## config.mk

```make
export PLATFORM = sky130hd
export DESIGN_NAME = smnsr_regs
export DESIGN_NICKNAME = d
export VERILOG_FILES = /design/src/smnsr_pkg.sv /design/src/smnsr_sync_if.sv /design/src/smnsr_regs.sv /design/src/smnsr_sync_gate.sv
export SDC_FILE = /design/constraint.sdc
export NUM_CORES = 1
export LEC_CHECK = 0
export BUFFER_PORTS_ARGS = -buffer_cell sky130_fd_sc_hd__buf_2
export CORE_ASPECT_RATIO = 0.6
export CORE_MARGIN = 4
export CORE_UTILIZATION = 45
export DETAILED_ROUTE_END_ITERATION = 8
export PLACE_DENSITY = 0.75
export SLEW_MARGIN = 20
export SYNTH_ARGS = -nofsm -noshare
export SYNTH_HDL_FRONTEND = slang
export SYNTH_SLANG_ARGS = --single-unit
```

## constraint.sdc

```tcl
create_clock -name mclk_in -period 1.9 [get_ports mclk_in]
set_input_delay 0.19 -clock mclk_in [delete_from_list [all_inputs] [get_ports mclk_in]]
set_output_delay 0.19 -clock mclk_in [all_outputs]
set_load 0.01 [all_outputs]
```

## src/smnsr_pkg.sv

```systemverilog
// register map, field positions and reset values of the sync and monitor register slice
// assumes a byte-wide register port with 13-bit addresses in front of it
package smnsr_pkg;

    localparam int ADDR_W   = 13;
    localparam int RW_COUNT = 12;
    localparam int RES_W    = 20;

    // read/write register offsets
    localparam logic [ADDR_W-1:0] OFS_SYNC       = 13'h0100;
    localparam logic [ADDR_W-1:0] OFS_MON_CTRL   = 13'h0112;
    localparam logic [ADDR_W-1:0] OFS_PERIOD0    = 13'h0113;
    localparam logic [ADDR_W-1:0] OFS_PERIOD1    = 13'h0114;
    localparam logic [ADDR_W-1:0] OFS_PERIOD2    = 13'h0115;
    localparam logic [ADDR_W-1:0] OFS_OSC_CTRL   = 13'h011D;
    localparam logic [ADDR_W-1:0] OFS_FREQ0      = 13'h011E;
    localparam logic [ADDR_W-1:0] OFS_FREQ1      = 13'h011F;
    localparam logic [ADDR_W-1:0] OFS_FREQ2      = 13'h0120;
    localparam logic [ADDR_W-1:0] OFS_FREQ3      = 13'h0121;
    localparam logic [ADDR_W-1:0] OFS_PHASE0     = 13'h0122;
    localparam logic [ADDR_W-1:0] OFS_PHASE1     = 13'h0123;

    // read-only result offsets
    localparam logic [ADDR_W-1:0] OFS_RES_A0     = 13'h0116;
    localparam logic [ADDR_W-1:0] OFS_RES_A1     = 13'h0117;
    localparam logic [ADDR_W-1:0] OFS_RES_A2     = 13'h0118;
    localparam logic [ADDR_W-1:0] OFS_RES_B0     = 13'h0119;
    localparam logic [ADDR_W-1:0] OFS_RES_B1     = 13'h011A;
    localparam logic [ADDR_W-1:0] OFS_RES_B2     = 13'h011B;

    // slot of each read/write register in the storage array
    localparam int IDX_SYNC     = 0;
    localparam int IDX_MON_CTRL = 1;
    localparam int IDX_PERIOD0  = 2;
    localparam int IDX_OSC_CTRL = 5;
    localparam int IDX_FREQ0    = 6;
    localparam int IDX_PHASE0   = 10;

    localparam logic [ADDR_W-1:0] RW_ADDR [RW_COUNT] = '{
        OFS_SYNC, OFS_MON_CTRL, OFS_PERIOD0, OFS_PERIOD1, OFS_PERIOD2, OFS_OSC_CTRL,
        OFS_FREQ0, OFS_FREQ1, OFS_FREQ2, OFS_FREQ3, OFS_PHASE0, OFS_PHASE1};

    localparam logic [7:0] RW_RESET [RW_COUNT] = '{
        8'h00, 8'h00, 8'h80, 8'h00, 8'h00, 8'h00,
        8'h00, 8'h00, 8'h00, 8'h00, 8'h00, 8'h00};

    localparam logic [23:0] PERIOD_RESET = 24'h00_0080;

    // sync gating control fields
    localparam int SYNC_MASTER_BIT  = 0;
    localparam int SYNC_HB_EN_BIT   = 5;
    localparam int SYNC_HB_ONCE_BIT = 6;
    localparam int SYNC_MON_EN_BIT  = 7;
    localparam logic [7:0] SYNC_HB_EN_MASK = 8'h20;

endpackage

```

## src/smnsr_sync_if.sv

```systemverilog
// sync gating signals passed between the register slice and its gate
// assumes both ends run on the same sample clock
`timescale 1ns/1ps
`default_nettype none
interface smnsr_sync_if;
    logic sync_level;
    logic master_en;
    logic monitor_en;
    logic hb_en;
    logic hb_next_only;
    logic edge_seen;
    logic monitor_pulse;
    logic hb_pulse;
    logic hb_clear;

    modport gate (
        input  sync_level,
        input  master_en,
        input  monitor_en,
        input  hb_en,
        input  hb_next_only,
        output edge_seen,
        output monitor_pulse,
        output hb_pulse,
        output hb_clear
    );

    modport regs (
        output sync_level,
        output master_en,
        output monitor_en,
        output hb_en,
        output hb_next_only,
        input  edge_seen,
        input  monitor_pulse,
        input  hb_pulse,
        input  hb_clear
    );
endinterface
`default_nettype wire

```

## src/smnsr_regs.sv

```systemverilog
// configuration and status registers for signal monitor, oscillator and sync gating
// assumes a byte register port decoded from the serial programming port, sample clock domain
`timescale 1ns/1ps
`default_nettype none
module smnsr_regs #(
    parameter int ADDR_W = smnsr_pkg::ADDR_W,
    parameter int RES_W  = smnsr_pkg::RES_W
) (
    input  wire logic              mclk_in,
    input  wire logic              nrst_in,
    input  wire logic [ADDR_W-1:0] reg_addr_in,
    input  wire logic [7:0]        reg_wdata_in,
    input  wire logic              reg_write_in,
    input  wire logic              reg_read_in,
    output logic      [7:0]        reg_rdata_out,
    input  wire logic [RES_W-1:0]  result_a_in,
    input  wire logic [RES_W-1:0]  result_b_in,
    input  wire logic              sync_in,
    input  wire logic              decimation_phase_in,
    output logic      [7:0]        sync_ctrl_out,
    output logic      [7:0]        monitor_ctrl_out,
    output logic      [23:0]       monitor_period_out,
    output logic      [7:0]        osc_ctrl_out,
    output logic      [31:0]       osc_freq_out,
    output logic      [15:0]       osc_phase_out,
    output logic                   monitor_sync_out,
    output logic                   hb_sync_out,
    output logic                   hb_phase_out
);

    localparam int RW_COUNT = smnsr_pkg::RW_COUNT;

    smnsr_sync_if sync_bus ();

    logic [7:0]               rw_q [RW_COUNT];
    logic [7:0]               rw_rdata;
    wire logic [7:0]          ro_rdata;
    wire logic                ro_hit;
    wire logic [7:0]          next_rdata;
    wire logic [7:0]          sync_q;

    assign sync_q = rw_q[smnsr_pkg::IDX_SYNC];

    // gate enables come from the live sync register, the sync level from sync_in
    assign sync_bus.sync_level   = sync_in;
    assign sync_bus.master_en    = sync_q[smnsr_pkg::SYNC_MASTER_BIT];
    assign sync_bus.monitor_en   = sync_q[smnsr_pkg::SYNC_MON_EN_BIT];
    assign sync_bus.hb_en        = sync_q[smnsr_pkg::SYNC_HB_EN_BIT];
    assign sync_bus.hb_next_only = sync_q[smnsr_pkg::SYNC_HB_ONCE_BIT];

    smnsr_sync_gate u_gate (
        .mclk_in   (mclk_in),
        .nrst_in   (nrst_in),
        .sync_port (sync_bus)
    );

    // read/write byte registers; a software write in the same cycle beats the self-clear
    for (genvar i = 0; i < RW_COUNT; i++) begin : g_rw
        wire logic       wr_hit;
        wire logic [7:0] clr_mask;
        assign wr_hit   = reg_write_in && (reg_addr_in == smnsr_pkg::RW_ADDR[i]);
        assign clr_mask = (i == smnsr_pkg::IDX_SYNC && sync_bus.hb_clear) ?
                          smnsr_pkg::SYNC_HB_EN_MASK : 8'h00;
        always_ff @(posedge mclk_in or negedge nrst_in) begin
            if (!nrst_in) begin
                rw_q[i] <= smnsr_pkg::RW_RESET[i];
            end else if (wr_hit) begin
                rw_q[i] <= reg_wdata_in;
            end else begin
                rw_q[i] <= rw_q[i] & ~clr_mask;
            end
        end
    end

    // read-back of the writable registers
    always_comb begin
        rw_rdata = 8'h00;
        for (int k = 0; k < RW_COUNT; k++) begin
            if (reg_addr_in == smnsr_pkg::RW_ADDR[k]) begin
                rw_rdata = rw_q[k];
            end
        end
    end

    // results: live values, unused upper nibble reads zero
    assign ro_rdata =
        (reg_addr_in == smnsr_pkg::OFS_RES_A0) ? result_a_in[7:0] :
        (reg_addr_in == smnsr_pkg::OFS_RES_A1) ? result_a_in[15:8] :
        (reg_addr_in == smnsr_pkg::OFS_RES_A2) ? {4'h0, result_a_in[19:16]} :
        (reg_addr_in == smnsr_pkg::OFS_RES_B0) ? result_b_in[7:0] :
        (reg_addr_in == smnsr_pkg::OFS_RES_B1) ? result_b_in[15:8] :
        (reg_addr_in == smnsr_pkg::OFS_RES_B2) ? {4'h0, result_b_in[19:16]} :
        8'h00;

    assign ro_hit = (reg_addr_in >= smnsr_pkg::OFS_RES_A0) &&
                    (reg_addr_in <= smnsr_pkg::OFS_RES_B2);
    assign next_rdata = ro_hit ? ro_rdata : rw_rdata;

    always_ff @(posedge mclk_in or negedge nrst_in) begin
        if (!nrst_in) begin
            reg_rdata_out <= 8'h00;
        end else if (reg_read_in) begin
            reg_rdata_out <= next_rdata;
        end
    end

    // gated sync pulses, registered so outputs come from flops
    always_ff @(posedge mclk_in or negedge nrst_in) begin
        if (!nrst_in) begin
            monitor_sync_out <= 1'b0;
            hb_sync_out      <= 1'b0;
            hb_phase_out     <= 1'b0;
        end else begin
            monitor_sync_out <= sync_bus.monitor_pulse;
            hb_sync_out      <= sync_bus.hb_pulse;
            if (sync_bus.hb_pulse) begin
                hb_phase_out <= decimation_phase_in;
            end
        end
    end

    assign sync_ctrl_out      = sync_q;
    assign monitor_ctrl_out   = rw_q[smnsr_pkg::IDX_MON_CTRL];
    assign monitor_period_out = {rw_q[smnsr_pkg::IDX_PERIOD0 + 2],
                                 rw_q[smnsr_pkg::IDX_PERIOD0 + 1],
                                 rw_q[smnsr_pkg::IDX_PERIOD0]};
    assign osc_ctrl_out       = rw_q[smnsr_pkg::IDX_OSC_CTRL];
    assign osc_freq_out       = {rw_q[smnsr_pkg::IDX_FREQ0 + 3], rw_q[smnsr_pkg::IDX_FREQ0 + 2],
                                 rw_q[smnsr_pkg::IDX_FREQ0 + 1], rw_q[smnsr_pkg::IDX_FREQ0]};
    assign osc_phase_out      = {rw_q[smnsr_pkg::IDX_PHASE0 + 1], rw_q[smnsr_pkg::IDX_PHASE0]};

    // checks
    wire logic sync_wr;
    assign sync_wr = reg_write_in && (reg_addr_in == smnsr_pkg::OFS_SYNC);

    monitor_sync_fwd_a: assert property (@(posedge mclk_in) disable iff (!nrst_in)
        sync_in && !$past(sync_in) && sync_q[7] && sync_q[0] |=> monitor_sync_out)
        else $error("monitor sync not forwarded");

    monitor_sync_gate_a: assert property (@(posedge mclk_in) disable iff (!nrst_in)
        !(sync_q[7] && sync_q[0]) |=> !monitor_sync_out)
        else $error("monitor sync passed while gated");

    master_gate_a: assert property (@(posedge mclk_in) disable iff (!nrst_in)
        !sync_q[0] |=> !monitor_sync_out && !hb_sync_out)
        else $error("sync passed without master enable");

    hb_once_clear_a: assert property (@(posedge mclk_in) disable iff (!nrst_in)
        hb_sync_out && $past(sync_q[6]) && !$past(sync_wr) |-> !sync_q[5])
        else $error("half-band enable not cleared after single sync");

    // a rewrite of the enable right after the single sync may legally re-arm it
    hb_once_ignore_a: assert property (@(posedge mclk_in) disable iff (!nrst_in)
        hb_sync_out && $past(sync_q[6]) && !$past(sync_wr) && !sync_wr
        |-> ##2 !hb_sync_out)
        else $error("later sync pulse reached half-band");

    hb_restart_a: assert property (@(posedge mclk_in) disable iff (!nrst_in)
        sync_in && !$past(sync_in) && sync_q[5] && sync_q[0]
        |=> hb_sync_out && hb_phase_out == $past(decimation_phase_in))
        else $error("half-band not restarted at chosen phase");

    sync_edge_only_a: assert property (@(posedge mclk_in) disable iff (!nrst_in)
        sync_in && $past(sync_in) |=> !monitor_sync_out && !hb_sync_out)
        else $error("sync level treated as repeated pulse");

    period_reset_a: assert property (@(posedge mclk_in)
        $rose(nrst_in) |-> monitor_period_out == smnsr_pkg::PERIOD_RESET)
        else $error("period reset value wrong");

    result_a_read_a: assert property (@(posedge mclk_in) disable iff (!nrst_in)
        reg_read_in && reg_addr_in == smnsr_pkg::OFS_RES_A2
        |=> reg_rdata_out == {4'h0, $past(result_a_in[19:16])})
        else $error("channel A top result byte wrong");

    result_b_read_a: assert property (@(posedge mclk_in) disable iff (!nrst_in)
        reg_read_in && reg_addr_in == smnsr_pkg::OFS_RES_B1
        |=> reg_rdata_out == $past(result_b_in[15:8]))
        else $error("channel B middle result byte wrong");

    freq_top_byte_a: assert property (@(posedge mclk_in) disable iff (!nrst_in)
        reg_write_in && reg_addr_in == smnsr_pkg::OFS_FREQ3
        |=> osc_freq_out[31:24] == $past(reg_wdata_in))
        else $error("frequency top byte not stored");

    freq_low_byte_a: assert property (@(posedge mclk_in) disable iff (!nrst_in)
        reg_write_in && reg_addr_in == smnsr_pkg::OFS_FREQ0
        |=> osc_freq_out[7:0] == $past(reg_wdata_in))
        else $error("frequency low byte not stored");

    period_low_read_a: assert property (@(posedge mclk_in) disable iff (!nrst_in)
        reg_read_in && reg_addr_in == smnsr_pkg::OFS_PERIOD0
        |=> reg_rdata_out == $past(monitor_period_out[7:0]))
        else $error("period low byte read wrong");

    period_mid_write_a: assert property (@(posedge mclk_in) disable iff (!nrst_in)
        reg_write_in && reg_addr_in == smnsr_pkg::OFS_PERIOD1
        |=> monitor_period_out[15:8] == $past(reg_wdata_in))
        else $error("period middle byte not stored");

    period_top_read_a: assert property (@(posedge mclk_in) disable iff (!nrst_in)
        reg_read_in && reg_addr_in == smnsr_pkg::OFS_PERIOD2
        |=> reg_rdata_out == $past(monitor_period_out[23:16]))
        else $error("period top byte read wrong");

    result_a_low_a: assert property (@(posedge mclk_in) disable iff (!nrst_in)
        reg_read_in && reg_addr_in == smnsr_pkg::OFS_RES_A0
        |=> reg_rdata_out == $past(result_a_in[7:0]))
        else $error("channel A low result byte wrong");

    result_b_top_a: assert property (@(posedge mclk_in) disable iff (!nrst_in)
        reg_read_in && reg_addr_in == smnsr_pkg::OFS_RES_B2
        |=> reg_rdata_out == {4'h0, $past(result_b_in[19:16])})
        else $error("channel B top result byte wrong");

    // result slots are read only, a write there must leave the monitor control, period and frequency bytes alone
    result_write_refused_a: assert property (@(posedge mclk_in) disable iff (!nrst_in)
        reg_write_in && ro_hit
        |=> $stable(monitor_ctrl_out) && $stable(monitor_period_out) && $stable(osc_freq_out))
        else $error("write to result register changed storage");

    hb_gate_a: assert property (@(posedge mclk_in) disable iff (!nrst_in)
        !(sync_bus.hb_en && sync_bus.master_en)
        |=> !hb_sync_out)
        else $error("half-band sync passed while gated");

    hb_self_clear_a: assert property (@(posedge mclk_in) disable iff (!nrst_in)
        sync_bus.hb_clear && !sync_wr
        |=> !sync_bus.hb_en)
        else $error("half-band enable survived single sync");

    monitor_pulse_once_a: assert property (@(posedge mclk_in) disable iff (!nrst_in)
        monitor_sync_out
        |=> !monitor_sync_out)
        else $error("monitor sync pulse longer than one cycle");

    hb_pulse_once_a: assert property (@(posedge mclk_in) disable iff (!nrst_in)
        hb_sync_out
        |=> !hb_sync_out)
        else $error("half-band sync pulse longer than one cycle");

    // the captured phase may only move together with a restart pulse
    hb_phase_hold_a: assert property (@(posedge mclk_in) disable iff (!nrst_in)
        !hb_sync_out
        |-> $stable(hb_phase_out))
        else $error("half-band phase moved without restart");

    monitor_sync_c: cover property (@(posedge mclk_in) disable iff (!nrst_in)
        monitor_sync_out);

    hb_single_sync_c: cover property (@(posedge mclk_in) disable iff (!nrst_in)
        hb_sync_out && $past(sync_q[6]));

    result_read_c: cover property (@(posedge mclk_in) disable iff (!nrst_in)
        reg_read_in && reg_addr_in == smnsr_pkg::OFS_RES_B2);

    hb_continuous_c: cover property (@(posedge mclk_in) disable iff (!nrst_in)
        hb_sync_out && !$past(sync_q[6]));

    master_blocked_c: cover property (@(posedge mclk_in) disable iff (!nrst_in)
        sync_bus.edge_seen && !sync_bus.master_en);

endmodule
`default_nettype wire

```

## src/smnsr_sync_gate.sv

```systemverilog
// edge detection of the external sync input and gating toward monitor and half-band
// assumes the sync level is already synchronous to mclk_in
`timescale 1ns/1ps
`default_nettype none
module smnsr_sync_gate (
    input  wire logic   mclk_in,
    input  wire logic   nrst_in,
    smnsr_sync_if.gate  sync_port
);

    logic sync_prev;

    always_ff @(posedge mclk_in or negedge nrst_in) begin
        if (!nrst_in) begin
            sync_prev <= 1'b0;
        end else begin
            sync_prev <= sync_port.sync_level;
        end
    end

    // one pulse per rising edge of sync
    assign sync_port.edge_seen     = sync_port.sync_level & ~sync_prev;
    assign sync_port.monitor_pulse = sync_port.edge_seen & sync_port.master_en
                                   & sync_port.monitor_en;
    assign sync_port.hb_pulse      = sync_port.edge_seen & sync_port.master_en
                                   & sync_port.hb_en;
    assign sync_port.hb_clear      = sync_port.hb_pulse & sync_port.hb_next_only;

endmodule
`default_nettype wire

```

==> key figures <==
Status
  • Status: finished, final reports clean

Setup path
  • Worst Setup End Kind: flop
  • Crit Path Class: flop to flop
  • CP Data Required Time: 2160 ps
  • Max FO, Critical Path: 2
  • Arrival time worst endpoint: 2100 ps
  • Reg2Reg Depth: 6
  • Startpoint types: flop

Clock network
  • Post-CTS Setup Repair Bufs: 0
  • Clock Pin Slew Worst Setup and Hold Paths: 80 ps
  • Max clock buf depth: 2
  • Num CTS Buffers: 9
  • Clk_lat worst skew: 350 ps
  • Root Buffer: clkbuf_16
  • H-tree Lvls: 3
  • Sink Count: 108
  • TritonCTS clock tree: yes

Synthesis
  • Syn nets: 601
  • Ys Warns: 0
  • EDFF count, synth: 0
  • Seq cells post-synth: 108
  • Cell count after synthesis: 534
  • Count of different cell masters after synthesis: 68
  • Top_reg_cell synth: dfrtp_1
  • Seq/Total Area, Yosys: 46.1%
  • Synth cell count leaders: 107 x dfrtp_1, 98 x mux2_2, 28 x a21oi_1
  • Avg Synthesized Cell Area: 11.0 sq um
  • Top area cells in the synthesized netlist: dfrtp_1 46%, mux2_2 19%, a21oi_1 2.4%, mux2i_1 2.0%, nand2_1 1.7%
  • Mapped Area: 0.00586 sq mm
  • Most common cell in the netlist: dfrtp_1
  • Async S/R FF share, synth: 100%
  • Area leader, netlist: dfrtp_1
  • Synth top area share: 45.7%

Timing
  • Final setup violation count: 0
  • Worst Tran Pin Value: 552 ps
  • Fin. max-slew vios: 0
  • Fin Hold WS: 67.8 ps
  • Fmax: 0.546 GHz
  • Period minus WS final: 1830 ps
  • Final Hold Violating Endpoints: 0
  • Unrepaired setup endpoints after global routing: false
  • Worst clock skew: 5.82 ps
  • Max_slew headroom: 63.2%
  • Fin crit share: 96.4%

Drt
  • Routed wire length: 23200 microns
  • Routed WL per cell: 23.8 microns
  • Vias/cell: 6.01
  • Number of remaining DRC errors: 0
  • Final ANT Viol Nets: 0
  • Initial DRT Pass Iterations: 5
  • DRT iter0 DRCs: 476
  • Vias: 5870

Global route
  • Initial antenna violation count: 0
  • Pin count of the biggest net entering global routing: 68
  • GRT Total Usage: 30.9%
  • First-pass GRT wire length: 34400 microns
  • Number of global-route vias before repair: 5695
  • Gr ovfl total: 0

Placement
  • DP HPWL: 18400 microns
  • Gpl congestion: 0.992
  • PortBufs: 173

Power and ir drop
  • Clock share of power: 41.7%
  • Internal power: 3580 uW
  • Pwr dens: 585 mW/mm^2
  • Combinational power share: 10.2%
  • P_sw: 1220 uW
  • Sw Ratio: 25.4%
  • Maximum vdd drop: 0.000473 V
  • Leak: 0.00417 uW
  • Sequential power share: 48.1%
  • Total power: 4810 uW

Floorplan
  • Initial Util: 47.2%
  • Core Area: 0.0124 sq mm
  • Die area: 0.0150 sq mm
  • Rows: 31
  • I/O pins: 174
  • Die Ht: 96.4 microns
  • Die width: 155 microns

Cells and area
  • # diodes: 0
  • Layout cells sized above 1: 54.1%
  • Fillers: 1001
  • Utilization after layout: 66.1%
  • Final net count: 873
  • Layout area overhead: 40.0%

Worst hold path
  • Worst Hold Path Cells: 2
  • Worst hold path class: primary input to flop

Job
  • Max_cap viols: 0
## repair_timing
item,in CTS,in global routing
resized for setup,0,3
endpoints found under the setup margin,0,7
endpoints found under the hold margin,108,0
hold buffers,2,0
## critical path, cell delays in order, from the launching register on
cell	delay, ps
dfrtp_1	360
or4b_2	590
a31oi_1	200
a31oi_1	70
o31ai_2	220
a21oi_1	140
o221ai_1	180
## logic make-up after synthesis
family | count (synthesis) | share of synthesized area, %
AO/OA/AOI/OAI | 132 | 15.3
flip-flops | 108 | 46.1
AND/OR/NAND/NOR | 140 | 13.9
multiplexers | 111 | 21.3
buffers and inverters | 43 | 3.37
## flip-flops by register name (all words and copies together) (netlist names)
signal	count
monitor_sync_out	1
osc_freq_out	32
u_gate.sync_prev	1
monitor_ctrl_out	8
monitor_period_out	24
sync_ctrl_out	8
hb_sync_out	1
reg_rdata_out	8
osc_phase_out	16
hb_phase_out	1
osc_ctrl_out	8
## layout make-up
class / instances / area (sq um) / share of cell area [%]
Inverter: 7 / 26.3 / 0.320
Clock buffer: 10 / 239 / 2.91
Sequential cell: 108 / 2700 / 32.9
Multi-Input combinational cell: 383 / 2970 / 36.2
Timing Repair Buffer: 297 / 1980 / 24.1
Tap cell: 165 / 206 / 2.52
Clock inverter: 6 / 78.8 / 0.960
## path summary, 6_finish.rpt
path | start | slack [ps] | end
max | sync_ctrl_out[1]$_DFFE_PN0P_ | 70 | reg_rdata_out[1]$_DFFE_PN0P_
min | decimation_phase_in | 70 | hb_phase_out$_DFFE_PN0P_
max reg2reg | sync_ctrl_out[1]$_DFFE_PN0P_ | 70 | reg_rdata_out[1]$_DFFE_PN0P_
min reg2reg | hb_phase_out$_DFFE_PN0P_ | 510 | hb_phase_out$_DFFE_PN0P_
max in group asynchronous | nrst_in | 1040 | osc_phase_out[11]$_DFFE_PN0P_
min in group asynchronous | nrst_in | 360 | monitor_period_out[2]$_DFFE_PN0P_
## per-stage QoR
stage	instance area, sq um	worst slack [ps]	std cells	setup TNS (ps)
after floorplan	5860	-4.94	534	-76.9
after global placement	7860	-271	958	-13440
after detailed placement	7860	-271	958	-13180
after CTS	8200	51.6	976	0
after global routing	8210	17.4	976	0
final	8210	68.1	976	0
## cells in the final DEF (no fill, tap or decap), types with 12 or more instances in the layout
master / synthesis / routed
a22oi_1: 12 / 12
nand3_1: 14 / 14
buf_2: 11 / 172
nor2_1: 23 / 23
buf_4: 4 / 109
mux2_2: 98 / 98
o21ai_0: 20 / 20
mux2i_1: 12 / 12
dfrtp_1: 107 / 107
a21oi_1: 28 / 28
nand2_1: 27 / 27
buf_12: 0 / 14
nor3_1: 17 / 17
## power by group through the flow
stage / logic [uW] / registers, uW / clock network (uW)
2_1_floorplan: 163 / 2360 / 0
3_3_place_gp: 469 / 2360 / 0
3_5_place_dp: 477 / 2360 / 0
4_1_cts: 483 / 2310 / 2020
5_1_grt: 524 / 2310 / 2130
6_report: 490 / 2310 / 2010
## layer usage
metal	vias to the layer above	share of wire (%)	wire [microns]	global-route usage, %
met1	2931	45	10500	47.0
met5	-	0	0	0
met4	0	1.3	300	5.75
li1	2565	-	-	-
met2	350	42	9800	45.5
met3	24	11	2580	6.99
No activity file was read; power rests on OpenSTA's default activity.
